--- config.mk ---
export PLATFORM = sky130hd
export DESIGN_NAME = regbank
export DESIGN_NICKNAME = d
export VERILOG_FILES = /design/src/regbank_pkg.sv /design/src/regbank.sv
export SDC_FILE = /design/constraint.sdc
export NUM_CORES = 1
export LEC_CHECK = 0
export BUFFER_PORTS_ARGS = -buffer_cell sky130_fd_sc_hd__buf_4
export CAP_MARGIN = 20
export CORE_AREA = 2 2 177 179
export CTS_CLUSTER_SIZE = 12
export DETAILED_ROUTE_END_ITERATION = 7
export DIE_AREA = 0 0 179 181
export PLACE_DENSITY_LB_ADDON = 0.15
export RECOVER_POWER = 25
export SETUP_SLACK_MARGIN = 0.5
export SLEW_MARGIN = 20
export SYNTH_ARGS = -nofsm -noshare
export SYNTH_HDL_FRONTEND = slang
export SYNTH_SLANG_ARGS = --single-unit
--- constraint.sdc ---
create_clock -name CLK -period 5.91 [get_ports CLK]
set_input_delay 0.2955 -clock CLK [delete_from_list [all_inputs] [get_ports CLK]]
set_output_delay 0.2955 -clock CLK [all_outputs]
set_load 0.01 [all_outputs]
--- src/regbank_pkg.sv ---
package regbank_pkg;

  // ****************************************************************
  // Bus geometry and address map
  // ****************************************************************
  localparam int DATA_W = 32;
  localparam int ADDR_W = 8;
  localparam int REPS_MAX = 4;
  localparam logic [ADDR_W-1:0] TEST_ID_OFS = 8'h00;
  localparam logic [ADDR_W-1:0] TEST_SCRATCH_OFS = 8'h04;
  localparam logic [ADDR_W-1:0] CTRL_OFS = 8'h10;
  localparam logic [ADDR_W-1:0] MODE_OFS = 8'h14;
  localparam logic [ADDR_W-1:0] VAL_BASE = 8'h20;
  localparam logic [ADDR_W-1:0] STAT_BASE = 8'h30;
  localparam logic [ADDR_W-1:0] EXT_BASE = 8'h40;

  // ****************************************************************
  // Register widths, field layout and reset values
  // ****************************************************************
  localparam int CTRL_W = 8;
  localparam int MODE_W = 4;
  localparam int VAL_W = 16;
  localparam logic [3:0] FREQ_RST = 4'h1;
  localparam logic PLL_RESET_RST = 1'b1;
  localparam logic [2:0] LAUNCH_RST = 3'h0;
  localparam logic [MODE_W-1:0] MODE_RST = 4'h0;
  localparam logic [VAL_W-1:0] VAL_RST = 16'h0000;
  localparam logic [DATA_W-1:0] SCRATCH_RST = 32'h0000_0000;

  typedef logic [DATA_W-1:0] word_t;
  typedef logic signed [MODE_W-1:0] mode_t;
  typedef logic [VAL_W-1:0] val_t;

  // Packed members run from the top bit down: launch is [7:5].
  typedef struct packed {
    logic [2:0] launch;
    logic pll_reset;
    logic [3:0] freq;
  } ctrl_s;

  localparam ctrl_s CTRL_RST = '{launch: LAUNCH_RST, pll_reset: PLL_RESET_RST, freq: FREQ_RST};

  typedef struct packed {
    ctrl_s ctrl;
    logic ctrl_stb;
    mode_t mode;
    val_t [REPS_MAX-1:0] val;
    logic [REPS_MAX-1:0] val_stb;
    logic [REPS_MAX-1:0] stat_ack;
  } out_regs_s;

  typedef struct packed {
    logic cyc;
    logic stb;
    logic we;
    logic [3:0] sel;
    word_t dat;
  } ext_req_s;

  typedef enum {ST_IDLE, ST_EXT, ST_DONE} bus_state_e;

endpackage : regbank_pkg

--- src/regbank.sv ---
// The Avalon-MM register port and the register offsets were decided locally.
`timescale 1ns/1ns
module regbank
  import regbank_pkg::*;
#(
  parameter int MASTERS = 1,
  parameter int VAL_REPS = 2,
  parameter int STAT_REPS = 2,
  parameter int HAS_MODE = 1,
  parameter int RESERVED_WORDS = 4,
  parameter int TESTDEV_ENA = 1,
  parameter int AGGR_OUTS = 0,
  parameter int CTRL_STB_ENA = 1,
  parameter int VAL_STB_ENA = 1,
  parameter int STAT_ACK_ENA = 1,
  parameter int EXT_ADDRBITS = 4,
  // Arbitrary identification value of the test device.
  parameter word_t TEST_ID = 32'h0c0d_e001
) (
  input wire logic CLK,
  input wire logic RESET_N,
  input wire logic [MASTERS-1:0][ADDR_W-1:0] ADDRESS,
  input wire logic [MASTERS-1:0] READ,
  input wire logic [MASTERS-1:0] WRITE,
  input wire logic [MASTERS-1:0][DATA_W-1:0] WRITEDATA,
  input wire logic [MASTERS-1:0][3:0] BYTEENABLE,
  output logic [DATA_W-1:0] READDATA,
  output logic [MASTERS-1:0] WAITREQUEST,
  output ctrl_s CTRL_OUT,
  output logic CTRL_STB,
  output mode_t MODE_OUT,
  output val_t [REPS_MAX-1:0] VAL_OUT,
  output logic [REPS_MAX-1:0] VAL_STB,
  input wire logic [REPS_MAX-1:0][DATA_W-1:0] STAT_IN,
  output logic [REPS_MAX-1:0] STAT_ACK,
  output out_regs_s OUT_REGS,
  output ext_req_s EXT_REQ,
  output logic [EXT_ADDRBITS-1:0] EXT_ADR,
  input wire logic [DATA_W-1:0] EXT_DAT_R,
  input wire logic EXT_ACK
);

  localparam int MIDX_W = (MASTERS > 1) ? $clog2(MASTERS) : 1;
  localparam int EXT_LSB = EXT_ADDRBITS + 2;
  // Words below this byte offset are kept free of registers; only the test
  // device, which owns the start of the space, may answer there.
  localparam logic [ADDR_W-1:0] RSV_END = ADDR_W'(4 * RESERVED_WORDS);

  // ****************************************************************
  // Reset release
  // ****************************************************************
  // Reset falls at once but leaves on a clock edge, so that every register
  // below comes out of reset on the same edge and none sees a torn release.
  logic rst_meta;
  logic rst_n;

  always_ff @(posedge CLK or negedge RESET_N) begin
    if (!RESET_N) begin
      rst_meta <= 1'b0;
      rst_n <= 1'b0;
    end else begin
      rst_meta <= 1'b1;
      rst_n <= rst_meta;
    end
  end

  // ****************************************************************
  // Master selection and address decode
  // ****************************************************************
  logic any_req;
  logic [MIDX_W-1:0] next_sel;
  logic [MIDX_W-1:0] sel;
  logic [ADDR_W-1:0] a_addr;
  logic a_wr;
  logic [3:0] a_be;
  word_t a_wd;
  logic hit_ext;
  logic in_rsv;
  word_t rd_val;
  logic wr_ctrl;
  logic wr_mode;
  logic wr_scr;
  logic [REPS_MAX-1:0] wr_val;
  logic [REPS_MAX-1:0] rd_stat;
  bus_state_e state;
  logic take;
  ctrl_s ctrl;
  mode_t mode;
  val_t [REPS_MAX-1:0] val;
  word_t scratch;
  logic ctrl_stb;
  logic [REPS_MAX-1:0] val_stb;
  logic [REPS_MAX-1:0] stat_ack;

  // Lanes whose enable is low keep their old byte, so a narrow write never
  // disturbs the neighbouring fields of the same word.
  function automatic word_t merge(word_t old, word_t nw, logic [3:0] be);
    word_t res;
    res = old;
    for (int b = 0; b < 4; b++) begin
      if (be[b]) begin
        res[8*b +: 8] = nw[8*b +: 8];
      end
    end
    return res;
  endfunction : merge

  // Fixed priority is simple, but a high index master can starve while a
  // lower one keeps the bus busy.
  // lowest index wins
  always_comb begin
    any_req = 1'b0;
    next_sel = '0;
    for (int i = MASTERS - 1; i >= 0; i--) begin
      if (READ[i] || WRITE[i]) begin
        any_req = 1'b1;
        next_sel = MIDX_W'(i);
      end
    end
  end

  always_comb begin
    a_addr = ADDRESS[next_sel];
    a_wr = WRITE[next_sel];
    a_be = BYTEENABLE[next_sel];
    a_wd = WRITEDATA[next_sel];
    hit_ext = a_addr[ADDR_W-1:EXT_LSB] == EXT_BASE[ADDR_W-1:EXT_LSB];
    rd_val = '0;
    wr_ctrl = 1'b0;
    wr_mode = 1'b0;
    wr_scr = 1'b0;
    wr_val = '0;
    rd_stat = '0;
    in_rsv = a_addr < RSV_END;
    if (TESTDEV_ENA != 0 && a_addr == TEST_ID_OFS) begin
      rd_val = TEST_ID;
    end
    if (TESTDEV_ENA != 0 && a_addr == TEST_SCRATCH_OFS) begin
      rd_val = scratch;
      wr_scr = a_wr;
    end
    if (!in_rsv && a_addr == CTRL_OFS) begin
      rd_val = {{(DATA_W-CTRL_W){1'b0}}, 3'h0, ctrl.pll_reset, ctrl.freq};
      wr_ctrl = a_wr;
    end
    if (HAS_MODE == 1 && !in_rsv && a_addr == MODE_OFS) begin
      rd_val = {{(DATA_W-MODE_W){mode[MODE_W-1]}}, mode};
      wr_mode = a_wr;
    end
    for (int i = 0; i < VAL_REPS; i++) begin
      if (!in_rsv && a_addr == VAL_BASE + ADDR_W'(4 * i)) begin
        rd_val = {{(DATA_W-VAL_W){1'b0}}, val[i]};
        wr_val[i] = a_wr;
      end
    end
    for (int i = 0; i < STAT_REPS; i++) begin
      if (!in_rsv && a_addr == STAT_BASE + ADDR_W'(4 * i)) begin
        rd_val = STAT_IN[i];
        rd_stat[i] = !a_wr;
      end
    end
  end

  // Writes into the external range never touch local storage; the slot
  // keeps them, so a stray decode cannot corrupt a control register.
  // only a taken write stores
  assign take = (state == ST_IDLE) && any_req && !hit_ext;

  // ****************************************************************
  // Bus handshake
  // ****************************************************************
  // Every access costs at least one wait cycle; that buys a registered
  // answer and keeps WAITREQUEST straight from a flip-flop.
  // one answer per access
  always_ff @(posedge CLK or negedge rst_n) begin
    if (!rst_n) begin
      state <= ST_IDLE;
      sel <= '0;
      WAITREQUEST <= '1;
      READDATA <= '0;
    end else begin
      unique case (state)
        ST_IDLE: begin
          if (any_req) begin
            sel <= next_sel;
            if (hit_ext) begin
              state <= ST_EXT;
            end else begin
              READDATA <= a_wr ? '0 : rd_val;
              WAITREQUEST[next_sel] <= 1'b0;
              state <= ST_DONE;
            end
          end
        end
        ST_EXT: begin
          // There is no timeout here: a slot that never answers holds the
          // bus for good, so every slot must answer each access it sees.
          if (EXT_ACK) begin
            READDATA <= EXT_REQ.we ? '0 : EXT_DAT_R;
            WAITREQUEST[sel] <= 1'b0;
            state <= ST_DONE;
          end
        end
        ST_DONE: begin
          WAITREQUEST <= '1;
          state <= ST_IDLE;
        end
      endcase
    end
  end

  // ****************************************************************
  // External slot
  // ****************************************************************
  // The slot only sees its own low address bits; its contents live
  // outside and answer through EXT_ACK.
  // forward low address bits
  always_ff @(posedge CLK or negedge rst_n) begin
    if (!rst_n) begin
      EXT_REQ <= '0;
      EXT_ADR <= '0;
    end else if (state == ST_IDLE && any_req && hit_ext) begin
      EXT_REQ.cyc <= 1'b1;
      EXT_REQ.stb <= 1'b1;
      EXT_REQ.we <= a_wr;
      EXT_REQ.sel <= a_be;
      EXT_REQ.dat <= a_wd;
      EXT_ADR <= a_addr[EXT_LSB-1:2];
    end else if (state == ST_EXT && EXT_ACK) begin
      EXT_REQ.cyc <= 1'b0;
      EXT_REQ.stb <= 1'b0;
    end
  end

  // ****************************************************************
  // Control registers
  // ****************************************************************
  word_t ctrl_new;

  assign ctrl_new = merge(word_t'(ctrl), a_wd, a_be);

  always_ff @(posedge CLK or negedge rst_n) begin
    if (!rst_n) begin
      ctrl <= CTRL_RST;
    end else if (take && wr_ctrl) begin
      ctrl <= ctrl_s'(ctrl_new[CTRL_W-1:0]);
    end else begin
      // Each answer leaves one idle cycle, so two launch pulses from back to
      // back writes never merge into one longer pulse.
      // trigger clears next cycle
      ctrl.launch <= LAUNCH_RST;
    end
  end

  always_ff @(posedge CLK or negedge rst_n) begin
    if (!rst_n) begin
      ctrl_stb <= 1'b0;
    end else begin
      ctrl_stb <= (CTRL_STB_ENA == 1) && take && wr_ctrl;
    end
  end

  // Only byte lane 0 carries the mode bits; a write without it is answered
  // but changes nothing.
  // present only when flag is one
  always_ff @(posedge CLK or negedge rst_n) begin
    if (!rst_n) begin
      mode <= MODE_RST;
    end else if (HAS_MODE == 1 && take && wr_mode) begin
      mode <= a_be[0] ? a_wd[MODE_W-1:0] : mode;
    end
  end

  // The scratch word lets software prove that writes land before it trusts
  // any other register of the block.
  // scratch word of test device
  always_ff @(posedge CLK or negedge rst_n) begin
    if (!rst_n) begin
      scratch <= SCRATCH_RST;
    end else if (take && wr_scr) begin
      scratch <= merge(scratch, a_wd, a_be);
    end
  end

  // ****************************************************************
  // Register vectors
  // ****************************************************************
  // Slots beyond the configured count stay at reset and never decode,
  // so a count of zero still leaves a vector-shaped port.
  // indexed vector instances
  for (genvar g = 0; g < REPS_MAX; g++) begin : g_rep
    word_t val_new;

    assign val_new = merge({{(DATA_W-VAL_W){1'b0}}, val[g]}, a_wd, a_be);

    always_ff @(posedge CLK or negedge rst_n) begin
      if (!rst_n) begin
        val[g] <= VAL_RST;
      end else if (take && wr_val[g]) begin
        val[g] <= val_new[VAL_W-1:0];
      end
    end

    // An acknowledge on a write would tell user logic that a status value
    // was consumed when it was not, so only reads raise it.
    // vector write strobes
    always_ff @(posedge CLK or negedge rst_n) begin
      if (!rst_n) begin
        val_stb[g] <= 1'b0;
        stat_ack[g] <= 1'b0;
      end else begin
        val_stb[g] <= (VAL_STB_ENA == 1) && take && wr_val[g];
        stat_ack[g] <= (STAT_ACK_ENA == 1) && take && rd_stat[g];
      end
    end
  end

  // ****************************************************************
  // User-side outputs
  // ****************************************************************
  // The selection is by parameter, so every used port is still a flip-flop; the unused set is tied to zero.
  // composite or separate outputs
  assign CTRL_OUT = (AGGR_OUTS != 0) ? '0 : ctrl;
  assign CTRL_STB = (AGGR_OUTS != 0) ? 1'b0 : ctrl_stb;
  assign MODE_OUT = (AGGR_OUTS != 0) ? '0 : mode;
  assign VAL_OUT = (AGGR_OUTS != 0) ? '0 : val;
  assign VAL_STB = (AGGR_OUTS != 0) ? '0 : val_stb;
  assign STAT_ACK = (AGGR_OUTS != 0) ? '0 : stat_ack;
  assign OUT_REGS.ctrl = (AGGR_OUTS != 0) ? ctrl : '0;
  assign OUT_REGS.ctrl_stb = (AGGR_OUTS != 0) ? ctrl_stb : 1'b0;
  assign OUT_REGS.mode = (AGGR_OUTS != 0) ? mode : '0;
  assign OUT_REGS.val = (AGGR_OUTS != 0) ? val : '0;
  assign OUT_REGS.val_stb = (AGGR_OUTS != 0) ? val_stb : '0;
  assign OUT_REGS.stat_ack = (AGGR_OUTS != 0) ? stat_ack : '0;

endmodule : regbank

==> flow_summary.json, run 1 <==
{
  "r2r_start": "rst_n$_DFF_PN0_",
  "final.setup.tns_ps": 0,
  "min-delay-start": "STAT_IN[41]",
  "postSynth.topFlopCell": "sky130_fd_sc_hd__dfrtp_1",
  "synthDominantCellAreaShare_pct": 45.53,
  "route.detailed.drc": 0,
  "cts_sinks": 160,
  "path_buf_inv": 1,
  "power_mw": 4.062,
  "grt_antenna_before_repair": 2,
  "fin_worst_skew_ps": 9.535,
  "netlist_top_cells_area": "sky130_fd_sc_hd__dfrtp_1 46%, sky130_fd_sc_hd__mux2_2 13%, sky130_fd_sc_hd__buf_4 11%",
  "flow.area_growth_from_synthesis_pct": 28.14,
  "initial_core_util_pct": 28.43,
  "r2r-end": "VAL_OUT[14]$_DFFE_PN0P_",
  "slowest_stage": "sky130_fd_sc_hd__dfrtp_1",
  "crit_path_end_kind": "asynchronous set/reset pin",
  "grt_start_max_net_pins": 69,
  "timing.max_slew.rel_slack_pct": -78.51,
  "std_cell_rows": 64,
  "vdd_drop_max_mv": 0.1533,
  "final_nets": 1277,
  "criticalPathCategory": "flop to asynchronous set/reset pin",
  "sequential_cell_area_fraction_in_the_yosys_report_pct": 46.44,
  "power_density_of_the_placed_cells_mw_per_mm2": 367.3,
  "place.port_buffers": 269,
  "dieArea_mm2": 0.03240,
  "yosysMostFrequentCell": "sky130_fd_sc_hd__dfrtp_1",
  "ys_ff_latch": 160,
  "grt_first_pass_wirelength_mm": 45.25,
  "io_pins": 455,
  "cts_tree": "done",
  "worst-path-max-fanout": 61,
  "routed_wirelength_mm": 30.92,
  "synth_common_cells": "157 x sky130_fd_sc_hd__dfrtp_1, 124 x sky130_fd_sc_hd__buf_4, 100 x sky130_fd_sc_hd__mux2_2",
  "final.fill_count": 3144,
  "num_vias": 6842,
  "worst_ep_required_time_ps": 6380,
  "gr-usage-all-layers_pct": 19.12,
  "hpwl_after_detailed_placement_mm": 22.45,
  "cts-root-to-sink-buffers": 2,
  "synth_largest_area_cell": "sky130_fd_sc_hd__dfrtp_1",
  "cts-resized-gates": 0,
  "drt.antenna.violating_nets": 0,
  "timing.max_cap.violations": 1,
  "cts_root_buffer": "sky130_fd_sc_hd__clkbuf_16",
  "drt_first_pass_iters": 4,
  "netlist-cell-type-count": 54,
  "leakage_nw": 5.411,
  "tightest_slew_ps": 2678,
  "hold_path_class": "primary input to flop",
  "globalplace.congestion": 0.7412,
  "sequence_of_cells_on_the_critical_path": "buf_4",
  "reg2reg_depth": 1,
  "reg2reg_slack_ps": 2850,
  "path_clk_slew_ps": 70,
  "vias_per_cell": 4.636,
  "htree_levels": 4,
  "synth_cells": 812,
  "drv_slew": 62,
  "cp_top_family": "flip-flops",
  "tritoncts.num_buffers": 17,
  "status": "complete, but fails checks",
  "fmaxAchievable_mhz": 327.2,
  "final.min_clock_period_ps": 3056,
  "die_width_um": 179,
  "yosys_warnings": 0,
  "core_outline_area_mm2": 0.03035,
  "synth_area_mm2": 0.008630,
  "min_delay_path_depth": 2,
  "worst-endpoint-arrival_ps": 3520,
  "layout-drive-gt1-share_pct": 37.01,
  "die_h_um": 181,
  "cp_slowest_stage_delay_ps": 2150,
  "post_drt_wl_per_cell_um": 20.95,
  "synth.avg_cell_area_um2": 10.63,
  "hold-path-endpoint": "READDATA[9]$_DFFE_PN0P_",
  "report.final.hold_viol_count": 0,
  "grt_setup_unrepaired": "false",
  "initialDrtViolationCount": 325,
  "critical_path_depth": 1,
  "startpoint_type": "flop",
  "worst_skew_pair.late_latency_ps": 430,
  "proportion_of_register_bits_with_asynchronous_set_or_reset_after_synthesis_pct": 100.0,
  "failing_checks": "capacitance limit, slew limit",
  "global_route.overflow_total": 0,
  "period_utilization_pct": 51.71,
  "setup_violations": 0,
  "number_of_global_route_vias_before_repair": 6959,
  "synth_enable_flop_cells": 0
}
-- kinds of logic (layout without fill, tap and decap cells) --
logic type	count (synthesis)	count (layout)	synth area share (%)
other	2	124	0.08703
multiplexers	125	125	17.02
adder cells (fa/ha/maj)	3	3	0.4350
flip-flops	160	160	46.44
AND/OR/NAND/NOR	168	168	9.932
AO/OA/AOI/OAI	178	178	12.74
buffers and inverters	176	322	13.34
-- sequential cells by signal, summed over array words and instances, names as in the netlist --
| signal | flops |
|---|---|
| EXT_REQ | 38 |
| VAL_OUT | 32 |
| READDATA | 32 |
| CTRL_STB | 1 |
| VAL_STB | 2 |
| rst_meta | 1 |
| STAT_ACK | 2 |
| WAITREQUEST | 1 |
| MODE_OUT | 4 |
| state | 2 |
| scratch | 32 |
| rst_n | 1 |
| CTRL_OUT | 8 |
| EXT_ADR | 4 |
-- worst max path at each step --
| stage | start | to | slack [ps] |
|---|---|---|---|
| floorplan | rst_n$_DFF_PN0_ | CTRL_OUT[1]$_DFFE_PN0P_ | 1130 |
| global placement | ADDRESS[5] | VAL_OUT[4]$_DFFE_PN0P_ | 2980 |
| detailed placement | ADDRESS[5] | VAL_OUT[2]$_DFFE_PN0P_ | 2960 |
| CTS | state[1]$_DFFE_PN0P_ | READDATA[5]$_DFFE_PN0P_ | 3160 |
| global route | rst_n$_DFF_PN0_ | scratch[15]$_DFFE_PN0P_ | 2200 |
| finish | rst_n$_DFF_PN0_ | VAL_OUT[14]$_DFFE_PN0P_ | 2850 |
-- report_power, final --
part | total [mW] | switching (mW) | internal, mW
Clock | 1.25 | 0.474 | 0.775
Sequential | 1.51 | 0.148 | 1.36
Combinational | 1.31 | 0.733 | 0.574
Total | 4.06 | 1.35 | 2.71
-- through the flow --
step	area (um2)	util [%]	std cells	hold slack [ps]	setup slack, ps
2_1_floorplan	9080	-	932	-0.09107	1127
3_3_place_gp	10590	34.88	1441	78.48	2975
3_5_place_dp	10590	34.88	1441	82.60	2961
4_1_cts	11240	37.05	1474	52.27	3156
5_1_grt	11050	36.42	1474	71.09	2201
6_report	11060	36.44	1476	67.95	2854
-- area by class of cell --
class	instances	area (um2)	area share [%]
diodes	2	5.005	0.04526
clock buffers	23	467.9	4.232
clock inverters	9	180.2	1.629
inverters	9	33.78	0.3055
multi-input cells	596	3944	35.66
flip-flops and latches	160	4008	36.24
well taps	396	495.5	4.481
repair buffers	281	1924	17.40
-- per-layer routing --
metal | GRT usage (%) | vias to the layer above | routed length (um)
met1 | 23.20 | 3394 | 12230
li1 | - | 3137 | -
met2 | 33.11 | 281 | 15580
met5 | 0 | - | 13
met3 | 5.366 | 28 | 2584
met4 | 4.813 | 2 | 511
-- placed cells by master, fill, tap and decap left out, types with 4 or more instances in the layout --
master                        n
sky130_fd_sc_hd__a211oi_1     4
sky130_fd_sc_hd__a21oi_1     62
sky130_fd_sc_hd__a221oi_1    12
sky130_fd_sc_hd__and3_1      11
sky130_fd_sc_hd__buf_4      230
sky130_fd_sc_hd__bufinv_16    5
sky130_fd_sc_hd__clkbuf_1    54
sky130_fd_sc_hd__clkbuf_16   17
sky130_fd_sc_hd__conb_1     122
sky130_fd_sc_hd__dfrtp_1    157
sky130_fd_sc_hd__inv_1        9
sky130_fd_sc_hd__mux2_2     100
sky130_fd_sc_hd__mux2_4      16
sky130_fd_sc_hd__mux2i_1      8
sky130_fd_sc_hd__nand2_1     32
sky130_fd_sc_hd__nand2_2      5
sky130_fd_sc_hd__nand2b_1     9
sky130_fd_sc_hd__nor2_1      61
sky130_fd_sc_hd__nor2b_1     11
sky130_fd_sc_hd__nor3_1      11
sky130_fd_sc_hd__o211ai_1     5
sky130_fd_sc_hd__o21ai_0     42
sky130_fd_sc_hd__o22ai_1     29
sky130_fd_sc_hd__o31ai_1     10
-- repair_timing --
action                    CTS  global route
hold buffers                1             0
hold endpoints to repair    2             0
setup buffers               0             0
Power figures use the tool's default switching activity.
==> inputs of run 2 (changes only) <==
==> constraint.sdc (replaced) <==
create_clock -name CLK -period 2.8 [get_ports CLK]
set_input_delay 0.14 -clock CLK [delete_from_list [all_inputs] [get_ports CLK]]
set_output_delay 0.14 -clock CLK [all_outputs]
set_load 0.01 [all_outputs]
==> run 2 against run 1 <==
  * The flow still finishes with violations (capacitance limit, slew limit)
  * Routed wire length down 1.4%
  * Via count rose by 4.2%
  * Register-to-register slack lost 2300 ps
  * Critical endpoint is now READDATA[5]$_DFFE_PN0P_
  * Fmax is 36% higher
  * Non-clock buffer count is 79 higher
  * Global-route usage down 0.46 points
  * Cell count increased by 5.3%
  * Critical path depth is 7 higher
  * Hold slack got worse by 43 ps
  * Clock power grew 89%
  * Worst setup slack worse by 2300 ps
  * Combinational power increased by 140%
==> flow_summary.json, run 2 (same netlist as run 1, synthesis figures left out) <==
{
  "startpoint_type": "flop",
  "post_drt_wl_per_cell_um": 19.62,
  "final.fill_count": 3064,
  "vdd_drop_max_mv": 0.3810,
  "grt_start_max_net_pins": 71,
  "worst-endpoint-arrival_ps": 2570,
  "num_vias": 7128,
  "route.detailed.drc": 0,
  "cts_sinks": 160,
  "vias_per_cell": 4.587,
  "initial_core_util_pct": 28.43,
  "routed_wirelength_mm": 30.49,
  "final_cell_mix": "272 x sky130_fd_sc_hd__buf_4, 157 x sky130_fd_sc_hd__dfrtp_1, 122 x sky130_fd_sc_hd__conb_1",
  "largest_reg_flops": 38,
  "tritoncts.num_buffers": 17,
  "initialDrtViolationCount": 299,
  "cts_root_buffer": "sky130_fd_sc_hd__clkbuf_16",
  "worst_ep_required_time_ps": 3120,
  "setup_violations": 0,
  "largest_register": "EXT_REQ",
  "worst_slack_ps": 551.1,
  "fin_worst_skew_ps": 15.72,
  "worst_skew_pair.late_latency_ps": 440,
  "status": "complete, but fails checks",
  "number_of_global_route_vias_before_repair": 7134,
  "die_h_um": 181,
  "power_density_of_the_placed_cells_mw_per_mm2": 727.1,
  "io_pins": 455,
  "dpl_worst_slack_ps": 319.0,
  "layout-drive-gt1-share_pct": 39.33,
  "period_utilization_pct": 80.32,
  "leakage_nw": 5.871,
  "drv_slew": 32,
  "grt_first_pass_wirelength_mm": 44.79,
  "final.setup.tns_ps": 0,
  "cts_tree": "done",
  "die_width_um": 179,
  "report.final.hold_viol_count": 0,
  "worst-path-max-fanout": 7,
  "tightest_slew_ps": 1532,
  "grt_setup_unrepaired": "true",
  "timing.max_slew.rel_slack_pct": -2.152,
  "final_common_cell": "sky130_fd_sc_hd__buf_4",
  "flow.area_growth_from_synthesis_pct": 38.23,
  "gr-usage-all-layers_pct": 18.66,
  "globalplace.congestion": 0.7709,
  "cts-root-to-sink-buffers": 2,
  "failing_checks": "capacitance limit, slew limit",
  "hpwl_after_detailed_placement_mm": 22.68,
  "final.min_clock_period_ps": 2249,
  "drt_first_pass_iters": 6,
  "std_cell_rows": 64,
  "grt_antenna_before_repair": 3,
  "drt.antenna.violating_nets": 0,
  "crit_path_end_kind": "flop",
  "path_clk_slew_ps": 70,
  "htree_levels": 4,
  "global_route.overflow_total": 0,
  "fmaxAchievable_mhz": 444.7,
  "final_nets": 1356,
  "criticalPathCategory": "flop to flop",
  "hold_path_class": "primary input to flop",
  "dieArea_mm2": 0.03240,
  "core_outline_area_mm2": 0.03035,
  "timing.max_cap.violations": 1,
  "place.port_buffers": 269
}
[run 2: report_power, final]
group	internal, mW	switching (mW)	leakage [nW]
clock	1.22	1.15	0.285
combinational	1.53	1.60	3.50
sequential	2.86	0.316	2.09
[run 2: cell type report]
class | count | area [um2] | share of cell area (%)
timing repair buffer | 360 | 2845 | 23.85
sequential | 160 | 4008 | 33.60
clock buffer | 19 | 442.9 | 3.713
antenna | 1 | 2.502 | 0.02098
multi-input combinational | 596 | 3970 | 33.28
inverter | 9 | 33.78 | 0.2832
tap | 396 | 495.5 | 4.154
clock inverter | 13 | 131.4 | 1.101
[run 2: final timing paths]
path / startpoint / end / slack, ps / cells after the start
min in group asynchronous: RESET_N / rst_meta$_DFF_PN0_ / 570 / 3
worst max register to register: state[1]$_DFFE_PN0P_ / READDATA[5]$_DFFE_PN0P_ / 550 / 8
worst min-delay path: STAT_IN[43] / READDATA[11]$_DFFE_PN0P_ / 20 / 3
max in group asynchronous: rst_n$_DFF_PN0_ / WAITREQUEST$_DFFE_PN1P_ / 1000 / 1
worst max-delay path: state[1]$_DFFE_PN0P_ / READDATA[5]$_DFFE_PN0P_ / 550 / 8
worst min register to register: rst_meta$_DFF_PN0_ / rst_n$_DFF_PN0_ / 360 / 0
[run 2: per-layer routing]
| metal | part of all wire (%) | GRT usage (%) | up-vias |
|---|---|---|---|
| met5 | 0.11 | 0 | - |
| met4 | 1.6 | 4.780 | 4 |
| met3 | 6.7 | 5.029 | 24 |
| met2 | 49 | 31.28 | 286 |
| met1 | 42 | 23.62 | 3510 |
| li1 | - | - | 3304 |
[run 2: through the flow]
step                      cell area, um2  cells  hold slack (ps)  total power [mW]  utilization [%]
after floorplan                     9084    932           -155.6             4.855                -
after CTS                          11970   1552            5.490             8.799            39.44
final                              11930   1554            24.52             8.674            39.31
after detailed placement           10760   1458           -73.39             6.301            35.47
after global placement             10760   1458           -76.98             6.255            35.47
after global routing               11930   1553            19.94             9.185            39.30
[run 2: worst max-delay path: stages, from the launching register on]
cell	delay [ps]
sky130_fd_sc_hd__dfrtp_1	390
sky130_fd_sc_hd__inv_1	110
sky130_fd_sc_hd__ha_1	320
sky130_fd_sc_hd__nor2b_2	430
sky130_fd_sc_hd__nor2_1	90
sky130_fd_sc_hd__nor4b_2	190
sky130_fd_sc_hd__buf_4	160
sky130_fd_sc_hd__o311a_1	170
sky130_fd_sc_hd__a211o_1	280
[run 2: what timing repair did]
item / CTS / global route
endpoints found under the hold margin: 136 / 0
resized for setup: 4 / 2
pin swaps: 0 / 2
hold buffers: 62 / 0
gates cloned: 0 / 0
buffers inserted: 0 / 1
setup endpoints to repair: 75 / 46
==> inputs of run 3 (changes only) <==
==> constraint.sdc (replaced) <==
create_clock -name CLK -period 2.29 [get_ports CLK]
set_input_delay 0.1145 -clock CLK [delete_from_list [all_inputs] [get_ports CLK]]
set_output_delay 0.1145 -clock CLK [all_outputs]
set_load 0.01 [all_outputs]
==> run 3 against run 2 <==
  * The flow still finishes with violations (capacitance limit, slew limit)
  * Utilization rose by 3.1 points
  * Fmax increased by 12%
  * Via count grew 2.9%
  * Sequential share of layout area down 2.4 points
  * Clock skew up 3.5 ps
  * Die area unchanged
  * Worst setup slack worse by 260 ps
  * Clock-buffer cell count decreased by 2
  * Critical path depth is the same
  * Combinational power rose by 55%
  * Critical endpoint is now CTRL_OUT[1]$_DFFE_PN0P_
  * Largest cell class is now multi-input combinational cells
==> flow_summary.json, run 3 (same netlist as run 1, synthesis figures left out) <==
{
  "hold_path_class": "primary input to flop",
  "internal_power_mw": 7.668,
  "finalInstanceArea_mm2": 0.01286,
  "die_h_um": 181,
  "setup_violations": 0,
  "final.setup.tns_ps": 0,
  "drt.antenna.violating_nets": 0,
  "post_drt_wl_per_cell_um": 19.84,
  "vdd_drop_max_mv": 0.4934,
  "worst_ep_required_time_ps": 2610,
  "failing_checks": "capacitance limit, slew limit",
  "final.min_clock_period_ps": 1999,
  "timing.max_cap.violations": 1,
  "grt_antenna_before_repair": 1,
  "fin_worst_skew_ps": 19.21,
  "tightest_slew_ps": 1751,
  "seq_power_share_pct": 33.2,
  "die_width_um": 179,
  "seq_area_mm2": 0.004008,
  "place.port_buffers": 269,
  "worst-path-max-fanout": 5,
  "p_switching_mw": 4.047,
  "largest_register": "EXT_REQ",
  "grt_setup_unrepaired": "true",
  "period_utilization_pct": 87.30,
  "drt_first_pass_iters": 4,
  "core_outline_area_mm2": 0.03035,
  "final_nets": 1402,
  "std_cell_rows": 64,
  "cts_root_buffer": "sky130_fd_sc_hd__clkbuf_16",
  "path_clk_slew_ps": 80,
  "cts_sinks": 160,
  "flow.area_growth_from_synthesis_pct": 49.08,
  "final_cell_mix": "311 x sky130_fd_sc_hd__buf_4, 157 x sky130_fd_sc_hd__dfrtp_1, 122 x sky130_fd_sc_hd__conb_1",
  "initial_core_util_pct": 28.43,
  "worst_skew_pair.late_latency_ps": 440,
  "grt_start_max_net_pins": 39,
  "timing.max_slew.rel_slack_pct": -16.74,
  "dieArea_mm2": 0.03240,
  "multi_input_comb_area_mm2": 0.004244,
  "criticalPathCategory": "flop to flop",
  "tritoncts.num_buffers": 17,
  "num_vias": 7338,
  "swShare_pct": 34.55,
  "power_mw": 11.71,
  "power_density_of_the_placed_cells_mw_per_mm2": 910.6,
  "hpwl_after_detailed_placement_mm": 22.92,
  "fmaxAchievable_mhz": 500.2,
  "final.fill_count": 3018,
  "layout-drive-gt1-share_pct": 45.30,
  "place_area_mm2": 0.01091,
  "largest_reg_flops": 38,
  "report.final.hold_viol_count": 0,
  "power.combinational.fraction_pct": 41.3,
  "status": "complete, but fails checks",
  "global_route.overflow_total": 0,
  "final_common_cell": "sky130_fd_sc_hd__buf_4",
  "grt_first_pass_wirelength_mm": 46.28,
  "worst-endpoint-arrival_ps": 2310,
  "drv_slew": 36,
  "gr-usage-all-layers_pct": 19.28,
  "number_of_global_route_vias_before_repair": 7496,
  "htree_levels": 4,
  "routed_wirelength_mm": 31.75,
  "io_pins": 455,
  "leakage_nw": 6.314,
  "cts_tree": "done",
  "cts-root-to-sink-buffers": 2,
  "clock_share_of_power_pct": 25.5,
  "initialDrtViolationCount": 349,
  "vias_per_cell": 4.586,
  "crit_path_end_kind": "flop",
  "globalplace.congestion": 0.8166,
  "route.detailed.drc": 0,
  "startpoint_type": "flop"
}
==> run 3: cell count changes in the layout (fill, tap and decap cells not counted), sizes merged <==
cell         before  now
inv              20   19
clkbuf           40   21
bufinv            0    1
buf             277  334
dlygate4sd3      62   68
clkinv            2    4
==> run 3: per-layer routing <==
layer  vias up  wire, um  track usage [%]
met5         -         0                0
met4         0       367            4.130
met3        23      2380            5.640
met2       280     16140            33.45
met1      3638     12850            23.49
li1       3397         -                -
==> run 3: path summary, 6_finish.rpt <==
kind                            slack [ps]            startpoint                       end  depth (start not counted)
min in group asynchronous              550               RESET_N           rst_n$_DFF_PN0_                          3
worst min-delay path                     6           STAT_IN[55]  READDATA[23]$_DFFE_PN0P_                          3
worst max-delay path                   290  state[1]$_DFFE_PN0P_   CTRL_OUT[1]$_DFFE_PN0P_                          8
worst max register to register         290  state[1]$_DFFE_PN0P_   CTRL_OUT[1]$_DFFE_PN0P_                          8
worst min register to register         350    rst_meta$_DFF_PN0_           rst_n$_DFF_PN0_                          0
max in group asynchronous              410       rst_n$_DFF_PN0_  READDATA[12]$_DFFE_PN0P_                          1
==> run 3: power groups by stage <==
stage	Sequential (mW)	Clock (mW)	Combinational, mW
6_report	3.89	2.99	4.84
3_5_place_dp	3.94	0	3.82
5_1_grt	3.98	3.18	5.19
4_1_cts	3.89	3.06	4.61
2_1_floorplan	4.22	0	1.78
3_3_place_gp	3.92	0	3.80
==> run 3: area by class of cell <==
class / count / area share [%]
Antenna cell: 1 / 0.01945
Clock buffer: 17 / 3.307
Clock inverter: 15 / 1.410
Inverter: 9 / 0.2820
Multi-Input combinational cell: 596 / 32.99
Sequential cell: 160 / 31.15
Tap cell: 396 / 3.851
Timing Repair Buffer: 406 / 26.99
==> run 3: critical path: stages, from the launching register on <==
cell and delay [ps]:
sky130_fd_sc_hd__dfrtp_1 400, sky130_fd_sc_hd__inv_2 110, sky130_fd_sc_hd__ha_4 170, sky130_fd_sc_hd__buf_4 120
sky130_fd_sc_hd__nand3_2 60, sky130_fd_sc_hd__or4_4 550, sky130_fd_sc_hd__inv_4 110, sky130_fd_sc_hd__nand2_8 70
sky130_fd_sc_hd__mux2_4 300
==> run 3: timing repair <==
item	CTS	global route
cloned	3	3
endpoints found under the hold margin	142	0
buffers inserted	22	3
pin swaps	17	7
gates resized for setup	45	15
endpoints found under the setup margin	89	100
hold buffers	68	0
==> run 3: through the flow <==
| step | std cells | hold slack [ps] | setup WS (ps) | utilization, % |
|---|---|---|---|---|
| 6_report | 1600 | 6.424 | 290.9 | 42.39 |
| 5_1_grt | 1599 | 3.104 | 148.5 | 42.38 |
| 4_1_cts | 1593 | 0.7964 | 276.7 | 41.89 |
| 3_5_place_dp | 1468 | -102.0 | 126.0 | 35.96 |
| 3_3_place_gp | 1468 | -102.1 | 138.9 | 35.96 |
| 2_1_floorplan | 932 | -181.1 | 397.4 | - |
